File: config.mk
export PLATFORM = sky130hd
export DESIGN_NAME = pwe_top
export DESIGN_NICKNAME = d
export VERILOG_FILES = /design/src/inc/pwe_pkg.sv /design/src/hw/pwe_top.sv
export SDC_FILE = /design/constraint.sdc
export NUM_CORES = 2
export LEC_CHECK = 0
export ABC_AREA = 1
export BUFFER_PORTS_ARGS = -buffer_cell sky130_fd_sc_hd__buf_2
export CORE_MARGIN = 2
export CORE_UTILIZATION = 30
export DETAILED_ROUTE_END_ITERATION = 6
export PLACE_DENSITY = 0.43
export SLEW_MARGIN = 20
export SYNTH_ARGS = -nofsm -noshare
export SYNTH_HDL_FRONTEND = slang
export SYNTH_SLANG_ARGS = --single-unit
File: constraint.sdc
create_clock -name i_clk -period 16.35 [get_ports i_clk]
set_input_delay 3.27 -clock i_clk [delete_from_list [all_inputs] [get_ports i_clk]]
set_output_delay 3.27 -clock i_clk [all_outputs]
set_load 0.03 [all_outputs]
File: src/inc/pwe_pkg.sv
// Constants and types of the programmable waveform engine
package pwe_pkg;
  // ==========================================================
  // Register map
  localparam int ADDR_W = 16;
  localparam logic [15:0] MEM_BASE = 16'he400;
  localparam logic [15:0] TRIG_ADDR = 16'he480;
  localparam logic [15:0] ISC_ADDR = 16'he481;
  localparam logic [15:0] ICL_ADDR = 16'he482;
  localparam logic [15:0] CCFG_ADDR = 16'he483;
  localparam logic [15:0] ABORT_ADDR = 16'he484;
  localparam logic [15:0] WFSEL_ADDR = 16'he485;
  localparam logic [15:0] IFSEL_ADDR = 16'he486;
  localparam logic [15:0] READY_ADDR = 16'he487;
  localparam logic [15:0] ADRL_ADDR = 16'he488;
  localparam logic [15:0] ADRH_ADDR = 16'he489;
  localparam logic [15:0] DOL_ADDR = 16'he48a;
  localparam logic [15:0] DOH_ADDR = 16'he48b;
  localparam logic [15:0] DIL_ADDR = 16'he48c;
  localparam logic [15:0] DIH_ADDR = 16'he48d;
  localparam logic [15:0] TCNT_ADDR = 16'he48e;
  localparam int MEM_BYTES = 128;
  // ==========================================================
  // Reset values
  localparam logic [7:0] ISC_RST = 8'h00;
  localparam logic [7:0] ICL_RST = 8'hff;
  localparam logic [7:0] CCFG_RST = 8'h00;
  localparam logic [7:0] WFSEL_RST = 8'he4;
  localparam logic [1:0] IFSEL_RST = 2'h0;
  localparam logic [1:0] IFSEL_WAVE = 2'h2;
  // ==========================================================
  // Fields
  localparam int DONE_BIT = 7;
  localparam int IDRV_BIT = 0;
  localparam int TRI_MODE_BIT = 7;
  localparam int INT_READY_BIT = 7;
  localparam int I_DEC = 7;
  localparam int I_REEX = 6;
  localparam int I_DATA = 5;
  localparam int I_FADV = 4;
  localparam int I_AINC = 3;
  localparam int I_WINT = 2;
  localparam int I_ARG = 8;
  localparam int I_TERMS = 16;
  localparam int I_CTL = 24;
  localparam logic [2:0] LAST_ST = 3'h6;
  localparam logic [2:0] IDLE_ST = 3'h7;
  localparam logic [1:0] LF_AND = 2'h0;
  localparam logic [1:0] LF_OR = 2'h1;
  localparam logic [1:0] LF_XOR = 2'h2;
  typedef enum logic [1:0] {
    PH_IDLE = 2'b01,
    PH_RUN = 2'b10
  } pwe_phase_t;
endpackage

File: src/hw/pwe_top.sv
// Programmable waveform engine with its register port
`timescale 1ns/10ps
`default_nettype none
module pwe_top (
  // Clock and reset
  input wire logic i_clk,
  input wire logic i_rst,
  // Register port
  input wire logic [pwe_pkg::ADDR_W-1:0] i_addr,
  input wire logic [7:0] i_wr_data,
  input wire logic i_wr,
  input wire logic i_rd,
  output logic [7:0] o_rd_data,
  // Peripheral inputs
  input wire logic [5:0] i_ready,
  input wire logic i_fifo_flag,
  input wire logic [15:0] i_dbus_in,
  // Peripheral outputs
  output logic [15:0] o_dbus_out,
  output logic o_dbus_oe,
  output logic [5:0] o_ctl_out,
  output logic [5:0] o_ctl_oe,
  output logic [8:0] o_addr,
  // Events and status
  output logic o_fifo_adv,
  output logic o_wave_int,
  output logic o_done_int,
  output logic o_done,
  output logic [2:0] o_state
);
  import pwe_pkg::*;

  // ==========================================================
  // Storage and synchronisers
  logic [7:0] mem [MEM_BYTES];
  logic [5:0] rdy_s1, rdy_s2;
  logic ff_s1, ff_s2;
  logic [15:0] dbus_s1, dbus_s2;
  logic [7:0] isc_reg, icl_reg, ccfg_reg, wfsel_reg, rdyreg_reg, tc_reg;
  logic [1:0] ifsel_reg, type_reg, desc_reg;
  logic [15:0] dout_reg, din_reg;
  logic [31:0] instr_reg;
  logic [7:0] cnt_reg, cnt_next;
  logic [2:0] st_reg, st_next, tgt;
  pwe_phase_t phase_reg, phase_next;
  logic enter;

  always_ff @(posedge i_clk or posedge i_rst) begin
    if (i_rst) begin
      rdy_s1 <= 6'h00;
      rdy_s2 <= 6'h00;
      ff_s1 <= 1'b0;
      ff_s2 <= 1'b0;
      dbus_s1 <= 16'h0000;
      dbus_s2 <= 16'h0000;
    end else begin
      rdy_s1 <= i_ready;
      rdy_s2 <= rdy_s1;
      ff_s1 <= i_fifo_flag;
      ff_s2 <= ff_s1;
      dbus_s1 <= i_dbus_in;
      dbus_s2 <= dbus_s1;
    end
  end

  // ==========================================================
  // Register decode
  wire idle = (phase_reg == PH_IDLE);
  wire mode_ok = (ifsel_reg == IFSEL_WAVE);
  wire in_mem = (i_addr[15:7] == MEM_BASE[15:7]);
  wire wr_cfg = i_wr && idle;
  // Descriptor bytes hidden outside waveform mode
  wire wr_mem = wr_cfg && in_mem && mode_ok;
  wire abort_wr = i_wr && (i_addr == ABORT_ADDR);
  // A trigger while busy is dropped, never queued
  wire trig_go = wr_cfg && (i_addr == TRIG_ADDR) && mode_ok;
  wire [1:0] trig_type = i_wr_data[1:0];
  wire [1:0] desc_sel = wfsel_reg[{trig_type, 1'b0} +: 2];
  wire [1:0] desc_next = trig_go ? desc_sel : desc_reg;
  // Instruction fetched for the state about to be entered
  wire [6:0] fidx = {desc_next, tgt, 2'b00};
  wire [31:0] instr_tgt = {mem[fidx + 7'd3], mem[fidx + 7'd2],
                           mem[fidx + 7'd1], mem[fidx]};
  wire [31:0] instr_next = enter ? instr_tgt : instr_reg;
  wire is_read = type_reg[0];

  always_ff @(posedge i_clk) begin
    if (wr_mem) begin
      mem[i_addr[6:0]] <= i_wr_data;
    end
  end

  // ==========================================================
  // Decision terms
  wire tc_expired = (tc_reg == 8'h00);
  wire [8:0] terms = {tc_expired, rdyreg_reg[INT_READY_BIT], ff_s2, rdy_s2};
  wire [3:0] sel_a = instr_reg[I_TERMS +: 4];
  wire [3:0] sel_b = instr_reg[I_TERMS+4 +: 4];
  wire term_a = (sel_a < 4'd9) ? terms[sel_a] : 1'b0;
  wire term_b = (sel_b < 4'd9) ? terms[sel_b] : 1'b0;
  wire [1:0] lfunc = instr_reg[I_ARG+6 +: 2];
  wire lres = (lfunc == LF_AND) ? (term_a & term_b) :
              (lfunc == LF_OR) ? (term_a | term_b) :
              (lfunc == LF_XOR) ? (term_a ^ term_b) : 1'b0;
  wire [2:0] br1 = instr_reg[I_ARG +: 3];
  wire [2:0] br0 = instr_reg[I_ARG+3 +: 3];

  // ==========================================================
  // Sequencer
  always_comb begin
    phase_next = phase_reg;
    cnt_next = cnt_reg;
    tgt = st_reg;
    enter = 1'b0;
    unique case (phase_reg)
      PH_IDLE: begin
        if (trig_go) begin
          phase_next = PH_RUN;
          tgt = 3'h0;
          enter = 1'b1;
        end
      end
      PH_RUN: begin
        if (abort_wr) begin
          phase_next = PH_IDLE;
        end else if (instr_reg[I_DEC]) begin
          // Branch one edge after entry at the earliest
          tgt = lres ? br1 : br0;
          if (tgt == IDLE_ST) begin
            phase_next = PH_IDLE;
          end else if (tgt != st_reg || instr_reg[I_REEX]) begin
            enter = 1'b1;
          end
        end else if (cnt_reg != 8'h00) begin
          cnt_next = cnt_reg - 8'h01;
        end else if (st_reg == LAST_ST) begin
          phase_next = PH_IDLE;
        end else begin
          tgt = st_reg + 3'h1;
          enter = 1'b1;
        end
      end
      default: phase_next = PH_IDLE;
    endcase
    // Delay byte 0 wraps to 255, giving 256 clocks
    if (enter) begin
      cnt_next = instr_tgt[I_ARG +: 8] - 8'h01;
    end
    st_next = (phase_next == PH_IDLE) ? IDLE_ST : tgt;
  end

  always_ff @(posedge i_clk or posedge i_rst) begin
    if (i_rst) begin
      phase_reg <= PH_IDLE;
      st_reg <= IDLE_ST;
      cnt_reg <= 8'h00;
      instr_reg <= 32'h0000_0000;
      desc_reg <= 2'h0;
      type_reg <= 2'h0;
    end else begin
      phase_reg <= phase_next;
      st_reg <= st_next;
      cnt_reg <= cnt_next;
      instr_reg <= instr_next;
      desc_reg <= desc_next;
      if (trig_go) begin
        type_reg <= trig_type;
      end
    end
  end

  // ==========================================================
  // Software registers
  wire task_fadv = enter && instr_tgt[I_FADV];
  always_ff @(posedge i_clk or posedge i_rst) begin
    if (i_rst) begin
      isc_reg <= ISC_RST;
      icl_reg <= ICL_RST;
      ccfg_reg <= CCFG_RST;
      wfsel_reg <= WFSEL_RST;
      ifsel_reg <= IFSEL_RST;
      rdyreg_reg <= 8'h00;
      dout_reg <= 16'h0000;
      din_reg <= 16'h0000;
      tc_reg <= 8'h00;
      o_addr <= 9'h000;
    end else begin
      if (wr_cfg) begin
        unique case (i_addr)
          ISC_ADDR: isc_reg <= i_wr_data;
          ICL_ADDR: icl_reg <= i_wr_data;
          CCFG_ADDR: ccfg_reg <= i_wr_data;
          WFSEL_ADDR: wfsel_reg <= i_wr_data;
          IFSEL_ADDR: ifsel_reg <= i_wr_data[1:0];
          READY_ADDR: rdyreg_reg <= i_wr_data;
          ADRL_ADDR: o_addr[7:0] <= i_wr_data;
          ADRH_ADDR: o_addr[8] <= i_wr_data[0];
          DOL_ADDR: dout_reg[7:0] <= i_wr_data;
          DOH_ADDR: dout_reg[15:8] <= i_wr_data;
          TCNT_ADDR: tc_reg <= i_wr_data;
          default: ;
        endcase
      end
      if (enter && instr_tgt[I_AINC]) begin
        o_addr <= o_addr + 9'h001;
      end
      if (task_fadv && !tc_expired) begin
        tc_reg <= tc_reg - 8'h01;
      end
      if (enter && instr_tgt[I_DATA] && is_read) begin
        din_reg <= dbus_s2;
      end
    end
  end

  // ==========================================================
  // Pin drive, computed from the next state so pins move with it
  wire go_idle = (phase_next == PH_IDLE);
  wire [7:0] lvl = go_idle ? icl_reg : instr_next[I_CTL +: 8];
  wire ctl_tri_mode = ccfg_reg[TRI_MODE_BIT];
  // Open-drain outputs only pull low
  wire [5:0] oe_cmos = ~(ccfg_reg[5:0] & lvl[5:0]);
  wire [5:0] ctl_oe = ctl_tri_mode ? {2'b00, lvl[7:4]} : oe_cmos;
  wire [5:0] ctl_out = ctl_tri_mode ? {2'b00, lvl[3:0]} : lvl[5:0];
  wire drive = !is_read && instr_next[I_DATA];
  wire dbus_oe = go_idle ? isc_reg[IDRV_BIT] : drive;

  always_ff @(posedge i_clk or posedge i_rst) begin
    if (i_rst) begin
      o_ctl_out <= 6'h00;
      o_ctl_oe <= 6'h00;
      o_dbus_oe <= 1'b0;
      o_dbus_out <= 16'h0000;
      o_fifo_adv <= 1'b0;
      o_wave_int <= 1'b0;
      o_done_int <= 1'b0;
      o_done <= 1'b1;
      o_state <= IDLE_ST;
    end else begin
      o_ctl_out <= ctl_out;
      o_ctl_oe <= ctl_oe;
      o_dbus_oe <= dbus_oe;
      if (!go_idle && drive) begin
        o_dbus_out <= dout_reg;
      end
      o_fifo_adv <= task_fadv;
      o_wave_int <= enter && instr_tgt[I_WINT];
      o_done_int <= !idle && go_idle;
      o_done <= go_idle;
      o_state <= st_next;
    end
  end

  // ==========================================================
  // Read port, data stands one cycle after the strobe
  logic [7:0] rd_mux;
  wire [7:0] done_byte = {o_done, 7'h00};
  always_comb begin
    rd_mux = 8'h00;
    if (in_mem) begin
      rd_mux = mode_ok ? mem[i_addr[6:0]] : 8'h00;
    end else begin
      unique case (i_addr)
        TRIG_ADDR: rd_mux = done_byte | {6'h00, type_reg};
        ISC_ADDR: rd_mux = done_byte | {1'b0, isc_reg[6:0]};
        ICL_ADDR: rd_mux = icl_reg;
        CCFG_ADDR: rd_mux = ccfg_reg;
        WFSEL_ADDR: rd_mux = wfsel_reg;
        IFSEL_ADDR: rd_mux = {6'h00, ifsel_reg};
        READY_ADDR: rd_mux = rdyreg_reg;
        ADRL_ADDR: rd_mux = o_addr[7:0];
        ADRH_ADDR: rd_mux = {7'h00, o_addr[8]};
        DOL_ADDR: rd_mux = dout_reg[7:0];
        DOH_ADDR: rd_mux = dout_reg[15:8];
        DIL_ADDR: rd_mux = din_reg[7:0];
        DIH_ADDR: rd_mux = din_reg[15:8];
        TCNT_ADDR: rd_mux = tc_reg;
        default: rd_mux = 8'h00;
      endcase
    end
  end

  always_ff @(posedge i_clk or posedge i_rst) begin
    if (i_rst) begin
      o_rd_data <= 8'h00;
    end else begin
      o_rd_data <= i_rd ? rd_mux : 8'h00;
    end
  end

  // ==========================================================
  // Checks
  chk_done_phase: assert property (@(posedge i_clk) disable iff (i_rst)
    o_done == idle) else $error("done flag disagrees with phase");
  chk_abort_idle: assert property (@(posedge i_clk) disable iff (i_rst)
    (!idle && abort_wr) |=> (idle && o_done && o_state == IDLE_ST))
    else $error("abort did not force idle");
  chk_trig_mode: assert property (@(posedge i_clk) disable iff (i_rst)
    (idle && i_wr && i_addr == TRIG_ADDR && !mode_ok) |=> idle)
    else $error("trigger accepted outside waveform mode");
  chk_ndp_hold: assert property (@(posedge i_clk) disable iff (i_rst)
    (!idle && !instr_reg[I_DEC] && cnt_reg != 8'h00 && !abort_wr)
    |=> ($stable(st_reg) && cnt_reg == $past(cnt_reg) - 8'h01))
    else $error("fixed-delay state left early");
  chk_s6_fall: assert property (@(posedge i_clk) disable iff (i_rst)
    (!idle && !instr_reg[I_DEC] && cnt_reg == 8'h00 && st_reg == LAST_ST)
    |=> o_done) else $error("last state did not reach idle");
  chk_task_once: assert property (@(posedge i_clk) disable iff (i_rst)
    (!idle && !abort_wr && instr_reg[I_DEC] && !instr_reg[I_REEX]
     && (lres ? br1 : br0) == st_reg) |=> !o_fifo_adv)
    else $error("task repeated without re-execute");
  chk_addr_inc: assert property (@(posedge i_clk) disable iff (i_rst)
    (enter && instr_tgt[I_AINC]) |=> o_addr == $past(o_addr) + 9'h001)
    else $error("address did not increment");
  chk_idle_data: assert property (@(posedge i_clk) disable iff (i_rst)
    (idle && $past(idle) && $stable(isc_reg)) |-> o_dbus_oe == isc_reg[IDRV_BIT])
    else $error("idle data drive wrong");
  // Pins still hold reset values one edge after release
  chk_idle_tri: assert property (@(posedge i_clk) disable iff (i_rst)
    (!$past(i_rst) && idle && $past(idle) && $stable(icl_reg) && $stable(ccfg_reg)
     && ctl_tri_mode)
    |-> (o_ctl_oe == {2'b00, icl_reg[7:4]} && o_ctl_out[5:4] == 2'b00))
    else $error("tristate idle controls wrong");
  chk_idle_cmos: assert property (@(posedge i_clk) disable iff (i_rst)
    (!$past(i_rst) && idle && $past(idle) && $stable(icl_reg) && $stable(ccfg_reg)
     && !ctl_tri_mode && ccfg_reg[5:0] == 6'h00)
    |-> (o_ctl_oe == 6'h3f && o_ctl_out == icl_reg[5:0]))
    else $error("idle controls wrong");
endmodule
`default_nettype wire

==> results.md <==
- The total wire length after detailed routing is 255000 um.
- The peak per-stage delay on the critical path is 830 ps.
- Summing all non-filler instances in the final layout gives an area of 66000 um^2.
- Derived from the worst setup path, the maximum achievable clock frequency is 0.113 GHz.
- The flip-flop count of the largest register after layout is 1024.
- The number of buffers inserted by port buffering is 103.
- Across the run, the number of max-cap violations was 0.
- The final routed wire length divided by cell count is 31.5 um.
- The initial detailed-routing violation count is 6040.
- For this run, the share of the core covered by cells in the final layout is 0.343.
- Once detail routing completed, the nets flagged for antenna violations numbered 0.
- The share of the clock period used by the worst path after layout is 0.543.
- The standby leakage power is 23.2 nW.
- For this design, the CTS-stage hold fixing added 0 buffers.
- On the final layout, the worst clock skew is 31.4 ps.
- Of the cells placed in the final design, the portion with a size suffix greater than 1 is 0.106.
- The number of global-route vias before repair is 43800.
- The top cell type's share of synthesized area is 0.530.
- Across every metal layer, demand over resource in global routing totals 0.252.
- For the pin with the worst max-slew slack, the measured transition is 1240 ps.
- The detailed-route DRC error count is 0.
- The final max-slew violation count is 0.
- The largest area contributor in the synthesized netlist is sky130_fd_sc_hd__edfxtp_1.
- The row count is 161.
- The final weighted congestion in routability-driven placement is 0.904.
- Post-CTS repair changed the size of 0 cells.
- The final period demand of the worst path is 8870 ps.
- The worst setup path is launched from an input pin.
- Setup repair after global routing left no endpoint under its margin.
- The overflow left after global routing is 0.
- The most numerous cell on the critical path is sky130_fd_sc_hd__nand3_1.
- The largest net degree at the start of global routing is 189.
- By area the synthesized netlist is led by sky130_fd_sc_hd__edfxtp_1, sky130_fd_sc_hd__dfrtp_1, sky130_fd_sc_hd__nand2_1.
- The critical path goes through buf_2 > buf_4 > inv_1 > buf_4 > nand2_2 > nor2_1 > nand3_1 > nand2_1 > nand3_2 > nand2_4 > nand2_8 > buf_4 > buf_4 > nand2_1 > nand3_1 > nand3_1 > nand3_1 > nand3_1 > nand2_1 > nand2_1 > nor2_2 > o21ai_0.
- The deepest clock path buffer count is 3.
- The first global-routing pass estimated 352000 um of wire.
- The floorplan step defined a die boundary enclosing 197000 um^2.
- The most used flip-flop cell after synthesis is sky130_fd_sc_hd__edfxtp_1.
- After clock tree synthesis, the clock-pin slew on the worst setup and hold paths is 60 ps.
- The total standard cell area after synthesis is 58000 um^2.
- The path class of the lowest-slack min-delay path is reg -> reg.
- In the layout the commonest cells are sky130_fd_sc_hd__edfxtp_1, sky130_fd_sc_hd__nand2_1, sky130_fd_sc_hd__nand3_1.
- The tightest slew margin relative to the limit is 0.164.
- The type of element capturing the critical path is a register.
- After detailed routing, the number of vias per cell comes to 5.72.
- Synthesis produced 5439 cells.
- The overall via count from detail_route is 46200.
- The post-CTS setup repair buffer count is 0.
- The worst ir drop on vdd is 0.000116 V.
- Setup violations remaining at the end of the flow were counted as 0.
- The most common cell after layout, fill and taps aside is sky130_fd_sc_hd__edfxtp_1.
- The clock insertion delay at the later pin of the skew report is 810 ps.
- The number of nets in the synthesized netlist is 5500.
- The starting utilization of the core area is 0.302.
- The initial antenna violation count is 10.
- Compared with the post-synthesis result, the final layout area differs by 13.8%.
- OpenSTA, run right after detailed placement, puts the worst setup slack at 6790 ps.
- STA puts the critical path data arrival time at 9510 ps.
- The final-stage net count is 5495.
- For this design the ratio of total power to cell area is 108 nW/um^2.
- Setup total negative slack on the finished layout was measured at 0 ps.
- The floorplan step defined a core boundary enclosing 192000 um^2.
- The flow ran to the end, and the final reports show no timing, DRC or antenna violations.
- The cell at the slowest stage of the critical path is sky130_fd_sc_hd__nor2_2.
- The least setup slack across all paths after layout is 7480 ps.
- The H-tree was split into 4 levels.
- Synthesis inferred 1245 register bits.
- Measured along the y axis, the die boundary spans 444 um.
- Dividing the synthesized area by the synthesized cell count gives 10.7 um^2.
- The proportion of synthesized chip area in sequential cells is 0.626.
- The tree is rooted in a sky130_fd_sc_hd__clkbuf_16.
- The number of enable-type register cells in the synthesized netlist is 1024.
- The post-route total power is 7.10 mW.
- The distinct cell type count of the synthesized netlist is 65.
- The worst setup path is of the in -> reg kind.
- The hold violation total from the final report is 0.
- After detailed placement, the total cell area comes to 61300 um^2.
- The largest driver fanout on the critical path is 87.
- The clock net in this run drives a total of 1245 sinks.
- The I/O pin count is 104.
- Summed over all nets, the half-perimeter wirelength after detailed placement is 167000 um.
- Data on the critical path is required at its endpoint by 16990 ps.
- The clock tree from TritonCTS is yes.
- The yosys synthesis warning count is 0.
- The CTS buffer count is 144.
- The first TritonRoute pass finished after 6 iterations.
- The die is 444 um wide.
- Counting flops with an async set or reset pin after synthesis yields a share of 0.178.
[layout make-up]
class	instances	area [um^2]
fillers	19200	126000
flip-flops and latches	1245	36300
multi-input cells	3398	18700
clock buffers	182	3890
well taps	2526	3160
repair buffers	238	1610
inverters	407	1560
clock inverters	77	817
diodes	4	10.0
[critical path: cells and delay by family]
kind / cells / cell delay [ps]
simple gates: 15 / 3390
compound gates: 1 / 190
buf+inv: 6 / 2410
[cell families after synthesis]
logic type | Yosys count | share of synthesized area
fa+ha+maj | 10 | 0.00216
flops | 1245 | 0.626
mux | 14 | 0.00304
simple gates | 1841 | 0.138
compound gates | 1519 | 0.171
buf+inv | 796 | 0.0577
xor+xnor | 14 | 0.00211
[cell usage after synthesis (5+ instances only)]
library cell / count
sky130_fd_sc_hd__o2111ai_1: 8
sky130_fd_sc_hd__nor2_1: 380
sky130_fd_sc_hd__ha_1: 10
sky130_fd_sc_hd__nand4_1: 20
sky130_fd_sc_hd__nand2_1: 847
sky130_fd_sc_hd__mux2_4: 5
sky130_fd_sc_hd__buf_6: 7
sky130_fd_sc_hd__nor4_1: 19
sky130_fd_sc_hd__inv_2: 17
sky130_fd_sc_hd__a21oi_1: 174
sky130_fd_sc_hd__nand3_1: 458
sky130_fd_sc_hd__o221ai_1: 93
sky130_fd_sc_hd__or2_2: 9
sky130_fd_sc_hd__a22o_1: 5
sky130_fd_sc_hd__a221oi_1: 25
sky130_fd_sc_hd__buf_2: 107
sky130_fd_sc_hd__a21o_1: 6
sky130_fd_sc_hd__o311ai_0: 13
sky130_fd_sc_hd__o21ai_1: 24
sky130_fd_sc_hd__o21bai_1: 8
sky130_fd_sc_hd__a2111oi_0: 26
sky130_fd_sc_hd__xor2_1: 14
sky130_fd_sc_hd__dfrtp_1: 204
sky130_fd_sc_hd__buf_4: 45
sky130_fd_sc_hd__buf_1: 36
sky130_fd_sc_hd__o211ai_1: 170
sky130_fd_sc_hd__o21ai_0: 451
sky130_fd_sc_hd__o31ai_1: 6
sky130_fd_sc_hd__nor2_2: 6
sky130_fd_sc_hd__mux2_2: 9
sky130_fd_sc_hd__o41ai_1: 5
sky130_fd_sc_hd__clkbuf_1: 194
sky130_fd_sc_hd__nor3_1: 19
sky130_fd_sc_hd__o22ai_1: 76
sky130_fd_sc_hd__dfstp_2: 17
sky130_fd_sc_hd__edfxtp_1: 1024
sky130_fd_sc_hd__nand3b_1: 59
sky130_fd_sc_hd__inv_1: 385
sky130_fd_sc_hd__a22oi_1: 371
sky130_fd_sc_hd__a31oi_1: 23
sky130_fd_sc_hd__o32ai_1: 10
sky130_fd_sc_hd__nand2_2: 5
[per-layer routing]
metal | GRT usage | vias up | part of all wire
met1 | 0.348 | 23200 | 0.42
li1 | - | 20000 | -
met4 | 0.117 | 2 | 0.049
met3 | 0.0530 | 457 | 0.088
met5 | 0 | - | 0.000071
met2 | 0.379 | 2517 | 0.44
[where the power goes]
part           switching (mW)  internal [mW]  leakage [nW]
clock                    1.38           1.91          2.29
combinational           0.289         0.0759          9.04
sequential            0.00216           3.44          11.9
total                    1.67           5.43          23.2
[through the flow]
step / hold WS (ps) / std cells
4_1_cts: 348 / 8073
5_1_grt: 354 / 8073
2_1_floorplan: 331 / 5439
3_5_place_dp: 335 / 7814
6_report: 345 / 8077
3_3_place_gp: 333 / 7814
[final timing paths]
| kind | startpoint | cells past startpoint | to | slack [ps] |
|---|---|---|---|---|
| setup / recovery | i_addr[4] | 22 | din_reg[7] | 7480 |
| hold / removal | dbus_s1[12] | 0 | dbus_s2[12] | 340 |
| setup reg to reg | tc_reg[3] | 29 | din_reg[7] | 8980 |
| hold reg to reg | dbus_s1[12] | 0 | dbus_s2[12] | 340 |
| max in group asynchronous | i_rst | 3 | cnt_reg[2] | 12390 |
| min in group asynchronous | i_rst | 2 | dbus_s1[3] | 2570 |
Power figures use the tool's default switching activity.
